### src/placeholder_end.sv
// Intentionally empty compilation unit.
`timescale 1ns/10ps
`default_nettype none
`default_nettype wire

### src/monitor_pkg.sv
// Shared constants of the hardware monitor alert and configuration logic.
// Assumes a single 50 MHz system clock and a synchronous active-low reset.
package monitor_pkg;
   // ==========================================================
   // Register indices behind the address pointer
   localparam logic [7:0] CFG_IDX = 8'h00;
   localparam logic [7:0] ST1_IDX = 8'h01;
   localparam logic [7:0] ST2_IDX = 8'h02;
   localparam logic [7:0] MASK1_IDX = 8'h03;
   localparam logic [7:0] PTR_RESET = 8'h00;
   // ==========================================================
   // Power-on values
   localparam logic [7:0] CFG_RESET = 8'h08;
   localparam logic [7:0] ST_RESET = 8'h00;
   localparam logic [7:0] MASK_RESET = 8'h00;
   localparam logic [7:0] ST2_USED = 8'h3F;
   // ==========================================================
   // Configuration field positions
   localparam int CFG_START = 0;
   localparam int CFG_ALERT_EN = 1;
   localparam int CFG_POL = 2;
   localparam int CFG_HOLD = 3;
   localparam int CFG_PULSE = 4;
   localparam int CFG_INTR_CLR = 5;
   localparam int CFG_SPARE = 6;
   localparam int CFG_INIT = 7;
   // Status 1 and 2 field positions
   localparam int ST1_CHAIN = 7;
   localparam int ST2_HOT = 0;
   localparam int ST2_BOARD = 1;
   localparam int ST2_FAN1 = 2;
   localparam int ST2_FAN2 = 3;
   localparam int ST2_INTR = 4;
   localparam int ST2_OVERHEAT = 5;
   // Fields of registers kept outside this block
   localparam int MASK2_HOT_MODE = 6;
   localparam int MASK2_OVERHEAT_MODE = 7;
   localparam int FDIV_OVERHEAT_EN = 6;
   localparam int FDIV_PULSE_EN = 7;
   // ==========================================================
   // Serial bus and timing
   localparam logic [6:0] BUS_ADDR_DEFAULT = 7'h28;
   localparam int CLK_HZ = 50000000;
   localparam int PULSE_MIN_MS = 10;
   localparam int PULSE_CYCLES = (PULSE_MIN_MS * CLK_HZ + 999) / 1000;
   typedef enum logic [3:0] {
      BUS_IDLE = 4'h0,
      BUS_ADDR = 4'h1,
      BUS_ADDR_ACK = 4'h2,
      BUS_WR = 4'h3,
      BUS_WR_ACK = 4'h4,
      BUS_RD = 4'h5,
      BUS_RD_ACK = 4'h6
   } bus_state_t;
endpackage

### src/sync2.sv
// Two-stage synchroniser for asynchronous pin levels.
// Assumes the inputs are slow levels; only the second stage is read.
`timescale 1ns/10ps
`default_nettype none
module sync2 #(
   parameter int W = 1
) (
   input wire logic sys_clk,
   input wire logic rst_n,
   input wire logic [W-1:0] async_in,
   output logic [W-1:0] sync_out
);
   typedef struct packed {
      logic [W-1:0] s1;
      logic [W-1:0] s2;
   } sync_t;
   sync_t r_reg, r_next;
   // ==========================================================
   // Stage chain
   always_comb begin
      r_next.s1 = async_in;
      r_next.s2 = r_reg.s1;
   end
   always_ff @(posedge sys_clk) begin
      if (!rst_n) begin
         r_reg <= '0;
      end else begin
         r_reg <= r_next;
      end
   end
   assign sync_out = r_reg.s2;
endmodule
`default_nettype wire

### src/pulse_timer.sv
// One-shot timer: busy stands for CYCLES clocks after go, then done pulses.
// Assumes go is ignored while busy.
`timescale 1ns/10ps
`default_nettype none
module pulse_timer #(
   parameter int unsigned CYCLES = 500000
) (
   input wire logic sys_clk,
   input wire logic rst_n,
   input wire logic go,
   output logic busy,
   output logic done
);
   localparam int CW = $clog2(CYCLES + 1);
   typedef struct packed {
      logic [CW-1:0] cnt;
      logic busy;
      logic done;
   } tmr_t;
   tmr_t r_reg, r_next;
   // ==========================================================
   // Down counter
   always_comb begin
      r_next = r_reg;
      r_next.done = 1'b0;
      if (r_reg.busy) begin
         if (r_reg.cnt == '0) begin
            r_next.busy = 1'b0;
            r_next.done = 1'b1;
         end else begin
            r_next.cnt = r_reg.cnt - 1'b1;
         end
      end else if (go) begin
         r_next.busy = 1'b1;
         r_next.cnt = CW'(CYCLES - 1);
      end
   end
   always_ff @(posedge sys_clk) begin
      if (!rst_n) begin
         r_reg <= '0;
      end else begin
         r_reg <= r_next;
      end
   end
   assign busy = r_reg.busy;
   assign done = r_reg.done;
endmodule
`default_nettype wire

### src/monitor_alert.sv
// Configuration, alert status, alert mask and two-wire serial slave of the monitor.
// Assumes comparator events arrive on sys_clk; pins arrive asynchronously.
//
// Contract
// - Start bit one runs scanning and checking; zero means standby.
// - Clearing start leaves a raised alert asserted.
// - Alert enable bit gates the alert pin.
// - Polarity bit: one active-high source drive, zero active-low drain.
// - Hold bit releases alert and reset pins, status frozen.
// - Hold bit halts scanning until written back to zero.
// - Pulse bit drives reset pin low 10 ms when enabled so.
// - Pulse bit clears itself when the pulse ends.
// - Intrusion clear bit drives latch clear, self-clears once pin low.
// - Spare bit sets the spare drive pin level directly.
// - Init bit reloads defaults in all listed registers, reads zero.
// - Status 1 bits 0-6 flag voltage limit violations.
// - Status 1 bit 7 flags low on chained alert input.
// - Hot bit supports one-time or default mode by mask 2 bit 6.
// - Status 2 bit 1 flags board temperature alert input.
// - Status 2 bits 2,3 flag fan 1 and fan 2 limits.
// - Status 2 bit 4 flags intrusion pin gone high.
// - Overheat bit one-time or default by mask 2 bit 7.
// - Mask 1 bits block alert pin, status still records.
// - Reading a status register returns then clears it.
// - 8-bit pointer, zero at reset, selects registers 0 to 3.
`timescale 1ns/10ps
`default_nettype none
module monitor_alert #(
   parameter logic [6:0] BUS_ADDR = monitor_pkg::BUS_ADDR_DEFAULT,
   parameter int unsigned PULSE_CYCLES = monitor_pkg::PULSE_CYCLES
) (
   input wire logic sys_clk,
   input wire logic rst_n,
   input wire logic scl_in,
   input wire logic sda_in,
   output logic sda_out,
   output logic sda_oe,
   input wire logic [6:0] voltage_inputs_fault,
   input wire logic fan1_fault,
   input wire logic fan2_fault,
   input wire logic conv_done,
   input wire logic hot_over,
   input wire logic overheat_over,
   input wire logic [7:0] mask2_value,
   input wire logic [7:0] fan_divisor_value,
   input wire logic chain_alert_n,
   input wire logic board_temp_alert_input_n,
   input wire logic intrusion_input,
   output logic alert_out,
   output logic alert_oe,
   output logic reset_or_overheat_pin_out,
   output logic reset_or_overheat_pin_oe,
   output logic intrusion_clear_out,
   output logic intrusion_clear_oe,
   output logic spare_drive_pin,
   output logic scan_enable,
   output logic reinit_pulse
);
   typedef struct packed {
      monitor_pkg::bus_state_t st;
      logic [3:0] bit_cnt;
      logic [7:0] shift;
      logic rw;
      logic first;
      logic [7:0] ptr;
      logic [7:0] cfg;
      logic [7:0] st1;
      logic [7:0] st2;
      logic [7:0] mask1;
      logic hot_prev;
      logic heat_prev;
      logic pulse_run;
      logic scl_d;
      logic sda_d;
      logic sda_oe;
      logic alert_out;
      logic alert_oe;
      logic rst_oe;
      logic intr_oe;
      logic spare;
      logic scan_en;
      logic reinit;
   } mon_t;
   mon_t r_reg, r_next;
   logic [4:0] pins_s;
   logic tmr_busy, tmr_done, pulse_go;
   logic [7:0] clr1, clr2, set1, set2, rd_data;
   logic running, held, wr_cfg_init;
   // ==========================================================
   // Pin synchronisers and pulse timer
   // Idle-high pins enter inverted so cleared stages read as idle, no false edge
   sync2 #(.W(5)) u_sync (
      .sys_clk(sys_clk),
      .rst_n(rst_n),
      .async_in({~scl_in, ~sda_in, ~chain_alert_n, ~board_temp_alert_input_n, intrusion_input}),
      .sync_out(pins_s)
   );
   pulse_timer #(.CYCLES(PULSE_CYCLES)) u_pulse (
      .sys_clk(sys_clk),
      .rst_n(rst_n),
      .go(pulse_go),
      .busy(tmr_busy),
      .done(tmr_done)
   );
   wire scl_s = ~pins_s[4];
   wire sda_s = ~pins_s[3];
   wire chain_low = pins_s[2];
   wire board_low = pins_s[1];
   wire intr_high = pins_s[0];
   // ==========================================================
   // Register read mux, used for first and later bytes
   function automatic logic [7:0] reg_read(input mon_t s);
      case (s.ptr)
         monitor_pkg::CFG_IDX: reg_read = s.cfg;
         monitor_pkg::ST1_IDX: reg_read = s.st1;
         monitor_pkg::ST2_IDX: reg_read = s.st2;
         monitor_pkg::MASK1_IDX: reg_read = s.mask1;
         default: reg_read = 8'h00;
      endcase
   endfunction
   // Temperature event: default mode every conversion, one-time on crossings
   function automatic logic temp_event(input logic one_time, input logic over,
                                       input logic prev);
      temp_event = conv_done & (one_time ? (over != prev) : over);
   endfunction
   // ==========================================================
   // Main next-state logic
   always_comb begin
      logic scl_rise, scl_fall, bus_start, bus_stop;
      scl_rise = scl_s & ~r_reg.scl_d;
      scl_fall = ~scl_s & r_reg.scl_d;
      bus_start = scl_s & r_reg.scl_d & r_reg.sda_d & ~sda_s;
      bus_stop = scl_s & r_reg.scl_d & ~r_reg.sda_d & sda_s;
      r_next = r_reg;
      r_next.scl_d = scl_s;
      r_next.sda_d = sda_s;
      r_next.reinit = 1'b0;
      clr1 = 8'h00;
      clr2 = 8'h00;
      wr_cfg_init = 1'b0;
      rd_data = reg_read(r_reg);
      running = r_reg.cfg[monitor_pkg::CFG_START] & ~r_reg.cfg[monitor_pkg::CFG_HOLD];
      held = r_reg.cfg[monitor_pkg::CFG_HOLD];
      set1 = running ? {chain_low, voltage_inputs_fault} : 8'h00;
      set2 = 8'h00;
      if (running) begin
         set2[monitor_pkg::ST2_HOT] = temp_event(mask2_value[monitor_pkg::MASK2_HOT_MODE],
                                                 hot_over, r_reg.hot_prev);
         set2[monitor_pkg::ST2_BOARD] = board_low;
         set2[monitor_pkg::ST2_FAN1] = fan1_fault;
         set2[monitor_pkg::ST2_FAN2] = fan2_fault;
         set2[monitor_pkg::ST2_INTR] = intr_high;
         set2[monitor_pkg::ST2_OVERHEAT] = temp_event(
            mask2_value[monitor_pkg::MASK2_OVERHEAT_MODE], overheat_over, r_reg.heat_prev);
         if (conv_done) begin
            r_next.hot_prev = hot_over;
            r_next.heat_prev = overheat_over;
         end
      end
      // Serial slave; start and stop win over any state
      if (bus_start) begin
         r_next.st = monitor_pkg::BUS_ADDR;
         r_next.bit_cnt = 4'h0;
         r_next.sda_oe = 1'b0;
      end else if (bus_stop) begin
         r_next.st = monitor_pkg::BUS_IDLE;
         r_next.sda_oe = 1'b0;
      end else begin
         case (r_reg.st)
            monitor_pkg::BUS_ADDR, monitor_pkg::BUS_WR: begin
               if (scl_rise) begin
                  r_next.shift = {r_reg.shift[6:0], sda_s};
                  r_next.bit_cnt = 4'(r_reg.bit_cnt + 4'h1);
               end else if (scl_fall && r_reg.bit_cnt == 4'h8) begin
                  r_next.bit_cnt = 4'h0;
                  if (r_reg.st == monitor_pkg::BUS_ADDR) begin
                     // Foreign address: stay off the bus until next start
                     r_next.st = (r_reg.shift[7:1] == BUS_ADDR) ? monitor_pkg::BUS_ADDR_ACK
                                                                : monitor_pkg::BUS_IDLE;
                     r_next.sda_oe = (r_reg.shift[7:1] == BUS_ADDR);
                     r_next.rw = r_reg.shift[0];
                     r_next.first = 1'b1;
                  end else begin
                     r_next.st = monitor_pkg::BUS_WR_ACK;
                     r_next.sda_oe = 1'b1;
                     r_next.first = 1'b0;
                     // First written byte is the pointer
                     if (r_reg.first) begin
                        r_next.ptr = r_reg.shift;
                     end else if (r_reg.ptr == monitor_pkg::CFG_IDX) begin
                        r_next.cfg = r_reg.shift & 8'h7F;
                        wr_cfg_init = r_reg.shift[monitor_pkg::CFG_INIT];
                     end else if (r_reg.ptr == monitor_pkg::MASK1_IDX) begin
                        r_next.mask1 = r_reg.shift;
                     end
                  end
               end
            end
            monitor_pkg::BUS_WR_ACK: begin
               if (scl_fall) begin
                  r_next.st = monitor_pkg::BUS_WR;
                  r_next.sda_oe = 1'b0;
               end
            end
            monitor_pkg::BUS_ADDR_ACK, monitor_pkg::BUS_RD_ACK: begin
               if (scl_rise && r_reg.st == monitor_pkg::BUS_RD_ACK) begin
                  r_next.first = sda_s;
               end else if (scl_fall) begin
                  if (r_reg.rw && !(r_reg.st == monitor_pkg::BUS_RD_ACK && r_reg.first)) begin
                     r_next.st = monitor_pkg::BUS_RD;
                     r_next.shift = rd_data;
                     r_next.sda_oe = ~rd_data[7];
                     clr1 = (r_reg.ptr == monitor_pkg::ST1_IDX) ? 8'hFF : 8'h00;
                     clr2 = (r_reg.ptr == monitor_pkg::ST2_IDX) ? 8'hFF : 8'h00;
                  end else begin
                     r_next.st = r_reg.rw ? monitor_pkg::BUS_IDLE : monitor_pkg::BUS_WR;
                     r_next.sda_oe = 1'b0;
                  end
                  r_next.bit_cnt = 4'h0;
               end
            end
            monitor_pkg::BUS_RD: begin
               if (scl_rise) begin
                  r_next.bit_cnt = 4'(r_reg.bit_cnt + 4'h1);
               end else if (scl_fall) begin
                  if (r_reg.bit_cnt == 4'h8) begin
                     r_next.st = monitor_pkg::BUS_RD_ACK;
                     r_next.sda_oe = 1'b0;
                  end else begin
                     r_next.shift = {r_reg.shift[6:0], 1'b0};
                     r_next.sda_oe = ~r_reg.shift[6];
                  end
               end
            end
            default: begin
               r_next.sda_oe = 1'b0;
            end
         endcase
      end
      // Hold freezes status; an event during a read clear still wins
      if (held) begin
         r_next.st1 = r_reg.st1 & ~clr1;
         r_next.st2 = r_reg.st2 & ~clr2;
      end else begin
         r_next.st1 = (r_reg.st1 & ~clr1) | set1;
         r_next.st2 = ((r_reg.st2 & ~clr2) | set2) & monitor_pkg::ST2_USED;
      end
      // Pulse bit clears when the pulse ends
      if (tmr_done) begin
         r_next.cfg[monitor_pkg::CFG_PULSE] = 1'b0;
         r_next.pulse_run = 1'b0;
      end
      // Launch reset pulse only in pulse mode
      pulse_go = r_reg.cfg[monitor_pkg::CFG_PULSE] & ~r_reg.pulse_run
                 & fan_divisor_value[monitor_pkg::FDIV_PULSE_EN]
                 & ~fan_divisor_value[monitor_pkg::FDIV_OVERHEAT_EN];
      if (pulse_go) begin
         r_next.pulse_run = 1'b1;
      end
      // Clear bit drops once the intrusion pin reads low
      if (r_reg.intr_oe && !intr_high) begin
         r_next.cfg[monitor_pkg::CFG_INTR_CLR] = 1'b0;
      end
      // Reload defaults; status 1 events in this cycle still land, status 2 events are lost
      if (wr_cfg_init) begin
         r_next.cfg = monitor_pkg::CFG_RESET;
         r_next.st1 = monitor_pkg::ST_RESET | set1;
         r_next.st2 = monitor_pkg::ST_RESET;
         r_next.mask1 = monitor_pkg::MASK_RESET;
         r_next.reinit = 1'b1;
      end
      // Alert drive from unmasked pending status
      // Status is sticky, so clearing start keeps the alert
      r_next.alert_oe = r_reg.cfg[monitor_pkg::CFG_ALERT_EN] & ~held
                        & (|(r_reg.st1 & ~r_reg.mask1)
                           | |(r_reg.st2 & ~mask2_value & monitor_pkg::ST2_USED));
      r_next.alert_out = r_reg.cfg[monitor_pkg::CFG_POL];
      // Hold releases the reset pin too
      r_next.rst_oe = ~held & (tmr_busy | (fan_divisor_value[monitor_pkg::FDIV_OVERHEAT_EN]
                      & ~fan_divisor_value[monitor_pkg::FDIV_PULSE_EN]
                      & r_reg.st2[monitor_pkg::ST2_OVERHEAT]));
      r_next.intr_oe = r_reg.cfg[monitor_pkg::CFG_INTR_CLR];
      r_next.spare = r_reg.cfg[monitor_pkg::CFG_SPARE];
      r_next.scan_en = running;
   end
   // ==========================================================
   // State register
   always_ff @(posedge sys_clk) begin
      if (!rst_n) begin
         r_reg <= '0;
         r_reg.st <= monitor_pkg::BUS_IDLE;
         r_reg.ptr <= monitor_pkg::PTR_RESET;
         r_reg.cfg <= monitor_pkg::CFG_RESET;
         r_reg.scl_d <= 1'b1;
         r_reg.sda_d <= 1'b1;
      end else begin
         r_reg <= r_next;
      end
   end
   // Open-drain pins only ever pull low
   assign sda_out = 1'b0;
   assign sda_oe = r_reg.sda_oe;
   assign alert_out = r_reg.alert_out;
   assign alert_oe = r_reg.alert_oe;
   assign reset_or_overheat_pin_out = 1'b0;
   assign reset_or_overheat_pin_oe = r_reg.rst_oe;
   assign intrusion_clear_out = 1'b0;
   assign intrusion_clear_oe = r_reg.intr_oe;
   assign spare_drive_pin = r_reg.spare;
   assign scan_enable = r_reg.scan_en;
   assign reinit_pulse = r_reg.reinit;
endmodule
`default_nettype wire

### config.mk
export PLATFORM = sky130hd
export DESIGN_NAME = monitor_alert
export DESIGN_NICKNAME = d
export VERILOG_FILES = /design/src/placeholder_end.sv /design/src/monitor_pkg.sv /design/src/sync2.sv /design/src/pulse_timer.sv /design/src/monitor_alert.sv
export SDC_FILE = /design/constraint.sdc
export NUM_CORES = 1
export LEC_CHECK = 0
export BUFFER_PORTS_ARGS = -buffer_cell sky130_fd_sc_hd__buf_2
export CAP_MARGIN = 10
export CELL_PAD_IN_SITES_DETAIL_PLACEMENT = 0
export CELL_PAD_IN_SITES_GLOBAL_PLACEMENT = 1
export CORE_AREA = 2 2 104 106
export DETAILED_ROUTE_END_ITERATION = 12
export DIE_AREA = 0 0 106 108
export GPL_TIMING_DRIVEN = 0
export PLACE_DENSITY = 0.86
export SLEW_MARGIN = 20
export SYNTH_ARGS = -nofsm -noshare
export SYNTH_HDL_FRONTEND = slang
export SYNTH_SLANG_ARGS = --single-unit
### constraint.sdc
create_clock -name sys_clk -period 2.7 [get_ports sys_clk]
set_clock_uncertainty 0.1 [all_clocks]
set_input_delay 0.27 -clock sys_clk [delete_from_list [all_inputs] [get_ports sys_clk]]
set_output_delay 0.27 -clock sys_clk [all_outputs]
set_load 0.01 [all_outputs]
==> out/results.tsv, run 1 <==
stage	metric	value	unit
final_layout	most frequent cells in the layout	100 x dfxtp_1, 62 x nor2_1, 41 x buf_2	
setup_path	r2r worst-path depth	6	
grt	initial antenna violation count	0	
setup_path	Setup Crit Path Kind	flop to flop	
die	Ports	46	
setup_path	Crit. End Element	flop	
clock_tree	Clk pin slew, worst setup/hold paths	110	ps
final_layout	P&R area growth vs syn	13.44	%
hold_path	Hold Path Stages	2	
setup_path	Startpoint Class	flop	
drt	Initial DRC Count	222	
die	area of the core	0.01023	sq mm
final_layout	share of layout cells above drive strength 1	13.24	%
timing	Final Max Slew Viols	0	
hold_path	hold endpoint	r_reg[33]	
synth	ys flop type	dfxtp_1	
setup_path	reg-to-reg endpoint	r_reg[30]	
grt	largest net degree at the start of global routing	20	
place	dpl ws	150.2	ps
pwr	Power Dens Cells	494.7	mW/mm^2
place	DPL Wire Length	8242	um
timing	worst rel slew slack	38.31	%
setup_path	setup slack, reg-to-reg	150	ps
clock_tree	Clock Latency Late Sink	380	ps
grt	Tot GR Track Use	21.30	%
final_layout	most common cell after layout, fill and taps aside	dfxtp_1	
clock_tree	CTS tree	yes	
synth	Cell variety after synth	66	
synth	Post-Syn Instances	514	
final_layout	max reg flops	57	
die	FP Rows	37	
final_layout	number of antenna diodes	0	
setup_path	critical path required time	2870	ps
timing	Final period util	94.29	%
clock_tree	Post-CTS Setup Bufs	0	
clock_tree	Longest Clk Path Bufs	2	
setup_path	Max FO, Critical Path	10	
final_layout	# nets final	607	
drt	Pre-Repair DR Iteration Count	5	
timing	Fin. Hold Viols	0	
timing	Max Freq	392.8	MHz
grt	vias in the first global route	3941	
hold_path	Hold Crit Class	input port to flop	
clock_tree	root buffer cell	clkbuf_8	
grt	global-route wire length before repair	19250	um
setup_path	WP data arrival	2710	ps
synth	Seq/Total Area, Yosys	43.62	%
drt	WL/cell	16.44	um
pwr	Pleak	1.939	nW
outcome	outcome	completed	
job	maxcap violations	0	
clock_tree	H-tree Lvls	3	
die	Initial Utilization	44.86	%
clock_tree	total CTS buffers	9	
die	die height	108	um
timing	fin crit period	2546	ps
synth	Avg Cell Area, Syn	8.929	sq um
final_layout	Layout Utilization	50.89	%
timing	final setup violation count	0	
place	I/O Buffers	35	
timing	measured slew at the worst slew-check pin	921.0	ps
clock_tree	clk sink count	100	
synth	EDFF count, synth	0	
drt	residual DRC count	0	
hold_path	hold path startpoint	voltage_inputs_fault[4]	
drt	via count	4115	
timing	setup TNS	0	ps
die	Die Span X	106	um
place	global placement routability congestion	0.9239	
synth	Ys Warns	0	
setup_path	RR Startpoint	r_reg[68]	
synth	Synth Register Bits	100	
synth	synthesized area	0.004589	sq mm
pwr	Worst VDD drop	0.0002462	V
timing	Worst Slack Setup Final	154.1	ps
die	DIE AREA	0.01145	sq mm
drt	ANT nets after route	0	
synth	Synth async-reset ratio	0	%
drt	total wire length	11670	um
drt	Vias/cell	5.796	
final_layout	Fillers	972	
grt	gr ovfl total	0	
-- power by group --
part / switching (mW) / total, mW / leakage, nW / internal [mW]
clock: 0.580 / 0.937 / 0.0931 / 0.357
combinational: 0.0787 / 0.132 / 1.04 / 0.0536
sequential: 0.0164 / 1.51 / 0.808 / 1.49
-- Yosys cell counts (7+ instances only) --
library cell	count	share of area, %
dfxtp_1	100	44
nor2_1	62	5.1
nand2_1	35	2.9
mux2i_1	25	5.5
inv_1	24	2.0
clkbuf_1	21	1.7
a21oi_1	19	2.1
nor3_1	17	1.9
o21ai_0	16	1.7
and2_1	14	1.9
a211oi_1	10	1.6
a22oi_1	10	1.6
nand3_1	10	1.1
a22o_1	9	1.7
a31oi_1	9	1.2
nand4_1	8	1.1
or3_1	8	1.1
mux4_2	7	3.4
-- cell families (layout without fill, tap and decap cells) --
| kind of cell | Yosys count | after routing | share of synthesized area, % |
|---|---|---|---|
| AOI/OAI and AO/OA | 112 | 112 | 16.63 |
| xor gates and xnor gates | 7 | 7 | 1.336 |
| adders and majority gates | 3 | 3 | 0.8180 |
| buffers and inverters | 57 | 115 | 5.071 |
| DFF | 100 | 100 | 43.62 |
| muxes | 35 | 35 | 9.624 |
| other | 1 | 3 | 0.08171 |
| and+or+nand+nor | 199 | 199 | 22.82 |
-- layer usage --
| metal | global-route usage [%] | wire length, um | vias up |
|---|---|---|---|
| met4 | 6.015 | 223 | 0 |
| met1 | 28.42 | 5352 | 1973 |
| met5 | 0 | 0 | - |
| li1 | - | - | 1975 |
| met3 | 4.882 | 659 | 29 |
| met2 | 34.84 | 5434 | 138 |
-- layout make-up --
class	count	area (sq um)	area share [%]
buffer	33	142.6	2.740
clock buffer	9	123.9	2.379
clock inverter	7	62.56	1.202
inverter	24	90.09	1.730
multi-input combinational	359	2370	45.52
sequential	100	2002	38.45
tap	136	170.2	3.268
timing repair buffer	42	245.2	4.710
-- worst max path at each step --
stage | start | endpoint | cells after the start
after global placement | r_reg[63] | r_reg[62] | 8
after global routing | u_pulse.r_reg[2] | u_pulse.r_reg[15] | 8
after CTS | u_pulse.r_reg[2] | u_pulse.r_reg[15] | 8
final | r_reg[68] | r_reg[30] | 6
after detailed placement | u_pulse.r_reg[2] | u_pulse.r_reg[15] | 8
after floorplan | r_reg[63] | r_reg[62] | 8
-- metrics by stage --
step                      instance area (sq um)  hold WS, ps  instances  power, mW
after floorplan                            4597        236.7        516      1.609
after global placement                     4942        317.3        687      1.661
after detailed placement                   4942        321.1        687      1.663
after CTS                                  5199        2.871        710      2.589
after global routing                       5206        6.074        710      2.660
final                                      5206        3.486        710      2.575
-- timing repair --
action	in CTS	in global routing
setup endpoints to repair	0	6
hold buffers	7	0
endpoints found under the hold margin	7	0
resized for setup	0	1
-- critical path: stages (launching register included) --
cell and delay, ps:
dfxtp_1 380, clkbuf_1 360, and2_1 230, nand4_1 220, o31ai_1 480, a31oi_1 290
a22o_1 370
No activity file was read; power rests on OpenSTA's default activity.
==> run 2, diff against run 1 <==
- CORE_AREA: 2 2 104 106 -> 2 2 89 125
- DIE_AREA: 0 0 106 108 -> 0 0 91 127
- PLACE_DENSITY: 0.86 -> 0.85
==> run 2 against run 1 <==
Flip-flop and latch count unchanged. Clock power is 47% higher. Final cell count fell by 0.28%. Combinational power about the same. Critical path type unchanged. Highest routed layer unchanged.
==> out/results.tsv, run 2 (synthesis results as in run 1) <==
stage	metric	value	unit	change
clock_tree	Clk pin slew, worst setup/hold paths	70	ps	-40 ps
setup_path	critical path required time	2870	ps	about the same
die	Die Span X	91	um	-14%
grt	largest net degree at the start of global routing	16		-20%
grt	vias in the first global route	3880		-1.5%
hold_path	hold path startpoint	voltage_inputs_fault[3]		
pwr	Psw	0.6496	mW	-3.9%
final_layout	most frequent cells in the layout	100 x dfxtp_1, 62 x nor2_1, 41 x buf_2		
drt	ANT nets after route	0		unchanged
die	Initial Utilization	44.34	%	-0.52 points
pwr	Flop pwr share	49.9	%	-8.6 points
setup_path	Crit. End Element	flop		
drt	total wire length	11880	um	+1.8%
clock_tree	total CTS buffers	9		unchanged
final_layout	max reg flops	57		unchanged
grt	gr ovfl total	0		unchanged
clock_tree	Longest Clk Path Bufs	2		unchanged
pwr	Int Pwr	2.373	mW	+25%
setup_path	Setup Crit Path Kind	flop to flop		
timing	worst rel slew slack	31.46	%	-6.9 points
clock_tree	root buffer cell	clkbuf_16		
drt	WL/cell	16.78	um	+2.1%
clock_tree	Clock Latency Late Sink	350	ps	-30 ps
drt	Pre-Repair DR Iteration Count	5		unchanged
pwr	Clk pwr share	45.7	%	+9.3 points
pwr	Power Dens Cells	569.0	mW/mm^2	+15%
timing	unrepaired setup endpoints after global routing	false		
die	area of the core	0.01035	sq mm	+1.2%
clock_tree	CTS tree	yes		
place	DPL Wire Length	8503	um	+3.2%
die	Ports	46		unchanged
place	global placement routability congestion	0.9086		-1.7%
setup_path	r2r worst-path depth	8		+2
outcome	outcome	completed		
setup_path	Max FO, Critical Path	10		unchanged
die	FP Rows	44		+19%
final_layout	P&R area growth vs syn	15.76	%	
timing	Fin. Hold Viols	0		unchanged
final_layout	# nets final	604		-0.49%
final_layout	share of layout cells above drive strength 1	13.16	%	-0.083 points
hold_path	Hold Path Stages	2		unchanged
hold_path	Hold Crit Class	input port to flop		
timing	measured slew at the worst slew-check pin	1023	ps	+102.3 ps
clock_tree	H-tree Lvls	3		unchanged
grt	Tot GR Track Use	21.05	%	-0.24 points
die	DIE AREA	0.01156	sq mm	+0.95%
setup_path	Startpoint Class	flop		
drt	Initial DRC Count	239		+7.7%
timing	tightest hold margin	30.84	ps	+27.35 ps
setup_path	setup slack, reg-to-reg	170	ps	+20 ps
pwr	Pleak	1.990	nW	+2.6%
final_layout	most common cell after layout, fill and taps aside	dfxtp_1		
grt	initial antenna violation count	0		unchanged
drt	residual DRC count	0		unchanged
timing	setup TNS	0	ps	unchanged
setup_path	WP data arrival	2700	ps	about the same
timing	Final period util	93.56	%	-0.73 points
place	I/O Buffers	35		unchanged
die	die height	127	um	+18%
drt	via count	4027		-2.1%
pwr	power share of the combinational group	4.4	%	-0.7 points
clock_tree	clk sink count	100		unchanged
pwr	Worst VDD drop	0.0003580	V	+45%
timing	Final Max Slew Viols	0		unchanged
timing	Max Freq	395.9	MHz	+0.78%
setup_path	reg-to-reg endpoint	r_reg[62]		
timing	final setup violation count	0		unchanged
final_layout	number of antenna diodes	0		unchanged
timing	fin crit period	2526	ps	-19.69 ps
grt	global-route wire length before repair	19310	um	+0.29%
job	maxcap violations	0		unchanged
setup_path	RR Startpoint	r_reg[63]		
hold_path	hold endpoint	r_reg[32]		
pwr	Sw Ratio	21.49	%	-4.7 points
drt	Vias/cell	5.688		-1.9%
==> run 2: power by group through the flow <==
stage / combinational, mW / sequential [mW] / clock, mW
2_1_floorplan: 0.0765 / 1.53 / 0
3_3_place_gp: 0.124 / 1.54 / 0
3_5_place_dp: 0.127 / 1.54 / 0
4_1_cts: 0.131 / 1.51 / 1.41
5_1_grt: 0.145 / 1.51 / 1.47
6_report: 0.132 / 1.51 / 1.38
==> run 2: critical path, cell delays in order, from the launching register on <==
cell and delay [ps]:
dfxtp_1 390, inv_1 60, ha_1 220, and3b_1 240
o311a_1 380, nor4_4 490, buf_2 310, o21ai_1 80
a31oi_1 180
==> run 2: final cells by class <==
| cell class | instances | area [sq um] |
|---|---|---|
| inverter | 24 | 90.09 |
| clock buffer | 11 | 242.7 |
| multi-input combinational | 359 | 2374 |
| clock inverter | 4 | 73.82 |
| buffer | 33 | 142.6 |
| timing repair buffer | 39 | 215.2 |
| tap | 138 | 172.7 |
| fill | 1009 | 5037 |
| sequential | 100 | 2002 |
==> run 2: routing by layer <==
metal / GRT usage [%] / vias up / wire (um)
met4: 7.041 / 0 / 248
met2: 37.56 / 103 / 6141
met3: 4.186 / 17 / 453
li1: - / 1965 / -
met1: 25.27 / 1942 / 5038
met5: 0 / - / 0
==> run 2: how the worst max path moves through the flow <==
stage | from | endpoint | slack (ps) | cells after the start
after floorplan | r_reg[63] | r_reg[62] | 540 | 8
after CTS | r_reg[63] | r_reg[62] | 190 | 8
final | r_reg[63] | r_reg[62] | 170 | 8
after detailed placement | u_pulse.r_reg[2] | u_pulse.r_reg[15] | 210 | 8
after global routing | r_reg[63] | r_reg[33] | 40 | 7
after global placement | u_pulse.r_reg[2] | u_pulse.r_reg[15] | 220 | 8
==> run 2: timing repair <==
action | 4_1_cts | 5_1_grt
resized for setup | 0 | 2
endpoints found under the hold margin | 4 | 0
setup buffers | 0 | 0
setup endpoints to repair | 0 | 11
hold buffers | 4 | 0
==> run 2: stage by stage <==
stage	cell area, sq um	setup WS [ps]	util, %	std cells	power [mW]
final	5313	173.8	51.33	708	3.023
after global routing	5313	41.00	51.33	708	3.127
after CTS	5301	194.1	51.22	708	3.051
after detailed placement	4945	212.5	47.78	689	1.668
after global placement	4945	224.6	47.78	689	1.665
after floorplan	4597	541.4	-	516	1.609
==> run 3, diff against run 2 <==
- CAP_MARGIN: 10 -> default
- CELL_PAD_IN_SITES_DETAIL_PLACEMENT: 0 -> default
- CELL_PAD_IN_SITES_GLOBAL_PLACEMENT: 1 -> default
- CORE_AREA: 2 2 89 125 -> 2 2 79 112
- CTS_BUF_LIST: default -> sky130_fd_sc_hd__clkbuf_4 sky130_fd_sc_hd__clkbuf_8 sky130_fd_sc_hd__clkbuf_16
- DIE_AREA: 0 0 91 127 -> 0 0 81 114
- PLACE_DENSITY: 0.85 -> 0.83
==> run 3 against run 2 <==
Core utilization grew 11 points. Global-route usage increased by 5.6 points. Via count increased by 2.3%. Wire length is 4.1% lower. Sequential share of layout area is 0.77 points higher. Critical endpoint unchanged. Flip-flop and latch count unchanged. Worst hold slack lost 5.5 ps. Highest routed layer unchanged. Fmax rose by 0.32%. Combinational power barely moved. Critical path type unchanged. Final cell count fell by 4.8%. Worst setup slack gained 8.0 ps. Clock power fell by 17%.
==> out/results.tsv, run 3 (synthesis results as in run 1) <==
stage	metric	value	unit	change
die	area of the core	0.008308	sq mm	-20%
final_layout	number of antenna diodes	0		unchanged
place	DP Cell Count	656		-4.8%
drt	total wire length	11390	um	-4.1%
die	DIE AREA	0.009234	sq mm	-20%
clock_tree	clk sink count	100		unchanged
timing	Fin. Hold Viols	0		unchanged
timing	Final period util	93.27	%	-0.30 points
final_layout	P&R area growth vs syn	13.44	%	
setup_path	Top delay family on crit path	simple AND/OR/NAND/NOR gates		
pwr	Worst VDD drop	0.0004941	V	+38%
grt	initial antenna violation count	0		unchanged
setup_path	CP Cell Sequence	inv_1, ha_1, and3b_1, o311a_1, nor4_4, buf_2, o21ai_1, a31oi_1		
clock_tree	H-tree Lvls	3		unchanged
grt	global-route wire length before repair	18990	um	-1.6%
timing	setup TNS	0	ps	unchanged
setup_path	RR Startpoint	r_reg[63]		
hold_path	Hold Crit Class	input port to flop		
final_layout	Non-Filler Instances	674		-4.8%
die	Die Span X	81	um	-11%
final_layout	max reg flops	57		unchanged
clock_tree	Clk pin slew, worst setup/hold paths	70	ps	about the same
drt	WL/cell	16.90	um	+0.74%
timing	Final Max Slew Viols	0		unchanged
final_layout	Layout Utilization	62.67	%	+11 points
setup_path	Worst Setup SP	r_reg[63]		
timing	tightest hold margin	25.29	ps	-5.544 ps
hold_path	hold endpoint	r_reg[34]		
timing	fin crit period	2518	ps	-8.022 ps
place	dpl ws	192.5	ps	-20.08 ps
drt	residual DRC count	0		unchanged
place	I/O Buffers	35		unchanged
clock_tree	total CTS buffers	9		unchanged
timing	worst rel slew slack	36.05	%	+4.6 points
hold_path	Hold Path Stages	2		unchanged
pwr	Pleak	1.958	nW	-1.6%
grt	gr ovfl total	0		unchanged
setup_path	WP data arrival	2690	ps	about the same
drt	ANT nets after route	0		unchanged
outcome	outcome	completed		
setup_path	setup slack, reg-to-reg	180	ps	about the same
setup_path	Max FO, Critical Path	10		unchanged
timing	Worst Slack Setup Final	181.8	ps	+8.022 ps
place	global placement routability congestion	0.9391		+3.4%
setup_path	Startpoint Class	flop		
die	FP Rows	40		-9.1%
die	die height	114	um	-10%
setup_path	Setup Crit Path Kind	flop to flop		
grt	vias in the first global route	4021		+3.6%
setup_path	Max stage delay on crit path	470	ps	-20 ps
die	Initial Utilization	55.24	%	+11 points
drt	Pre-Repair DR Iteration Count	5		unchanged
setup_path	reg-to-reg endpoint	r_reg[62]		
clock_tree	Longest Clk Path Bufs	2		unchanged
setup_path	critical path required time	2870	ps	about the same
timing	final setup violation count	0		unchanged
drt	Vias/cell	6.114		+7.5%
setup_path	Levels on crit path	8		unchanged
final_layout	Fillers	729		-28%
final_layout	share of layout cells above drive strength 1	13.01	%	-0.15 points
final_layout	most frequent cells in the layout	100 x dfxtp_1, 62 x nor2_1, 41 x buf_2		
job	maxcap violations	0		unchanged
hold_path	hold path startpoint	voltage_inputs_fault[5]		
grt	Tot GR Track Use	26.67	%	+5.6 points
timing	Max Freq	397.1	MHz	+0.32%
setup_path	Crit. End Element	flop		
pwr	Power Dens Cells	535.9	mW/mm^2	-5.8%
clock_tree	Post-CTS Setup Bufs	0		unchanged
setup_path	Critical-path top delay cell	nor4_4		
drt	Initial DRC Count	224		-6.3%
clock_tree	root buffer cell	clkbuf_16		
timing	unrepaired setup endpoints after global routing	false		
setup_path	r2r worst-path depth	8		unchanged
final_layout	# nets final	604		unchanged
die	Ports	46		unchanged
setup_path	CP bufs+invs	2		unchanged
place	DPL Wire Length	8319	um	-2.2%
grt	largest net degree at the start of global routing	16		unchanged
timing	measured slew at the worst slew-check pin	954.8	ps	-68.50 ps
final_layout	final instance area	0.005206	sq mm	-2.0%
final_layout	most common cell after layout, fill and taps aside	dfxtp_1		
clock_tree	Clock Latency Late Sink	350	ps	about the same
drt	via count	4121		+2.3%
pwr	total chip power	2.790	mW	-7.7%
clock_tree	CTS tree	yes		
place	Placed Instance Area	0.004903	sq mm	-0.84%
==> run 3: cell types whose count changed in the layout (fill, tap and decap cells not counted), sizes merged <==
cell | before | now
clkinvlp | 0 | 1
clkinv | 2 | 4
clkbuf | 32 | 30
bufinv | 2 | 0
==> run 3: layout make-up <==
type / instances / area (sq um) / area share [%]
clock inverter: 5 / 31.28 / 0.6008
inverter: 24 / 90.09 / 1.730
tap: 105 / 131.4 / 2.523
timing repair buffer: 39 / 215.2 / 4.134
clock buffer: 9 / 225.2 / 4.326
sequential: 100 / 2002 / 38.45
buffer: 33 / 142.6 / 2.740
multi-input combinational: 359 / 2369 / 45.49
==> run 3: timing repair <==
item                                    4_1_cts  5_1_grt
endpoints found under the hold margin         4        0
resized for setup                             0        1
endpoints found under the setup margin        0        9
hold buffers                                  4        0
==> run 3: worst max-delay path by stage <==
stage | endpoint | slack [ps]
floorplan | r_reg[62] | 540
global placement | r_reg[62] | 240
detailed placement | r_reg[62] | 190
CTS | r_reg[62] | 170
global route | u_pulse.r_reg[15] | 2
finish | r_reg[62] | 180
==> run 3: report_power, final <==
part	internal (mW)	total (mW)	switching (mW)
clock	0.611	1.15	0.542
combinational	0.0510	0.131	0.0797
sequential	1.49	1.51	0.0171
==> run 3: metal layers <==
layer	global-route usage, %	up-vias	wire [um]
li1	-	1957	-
met1	32.35	1982	4608
met2	45.07	143	5800
met3	5.222	39	593
met4	12.09	0	390
met5	0	-	0
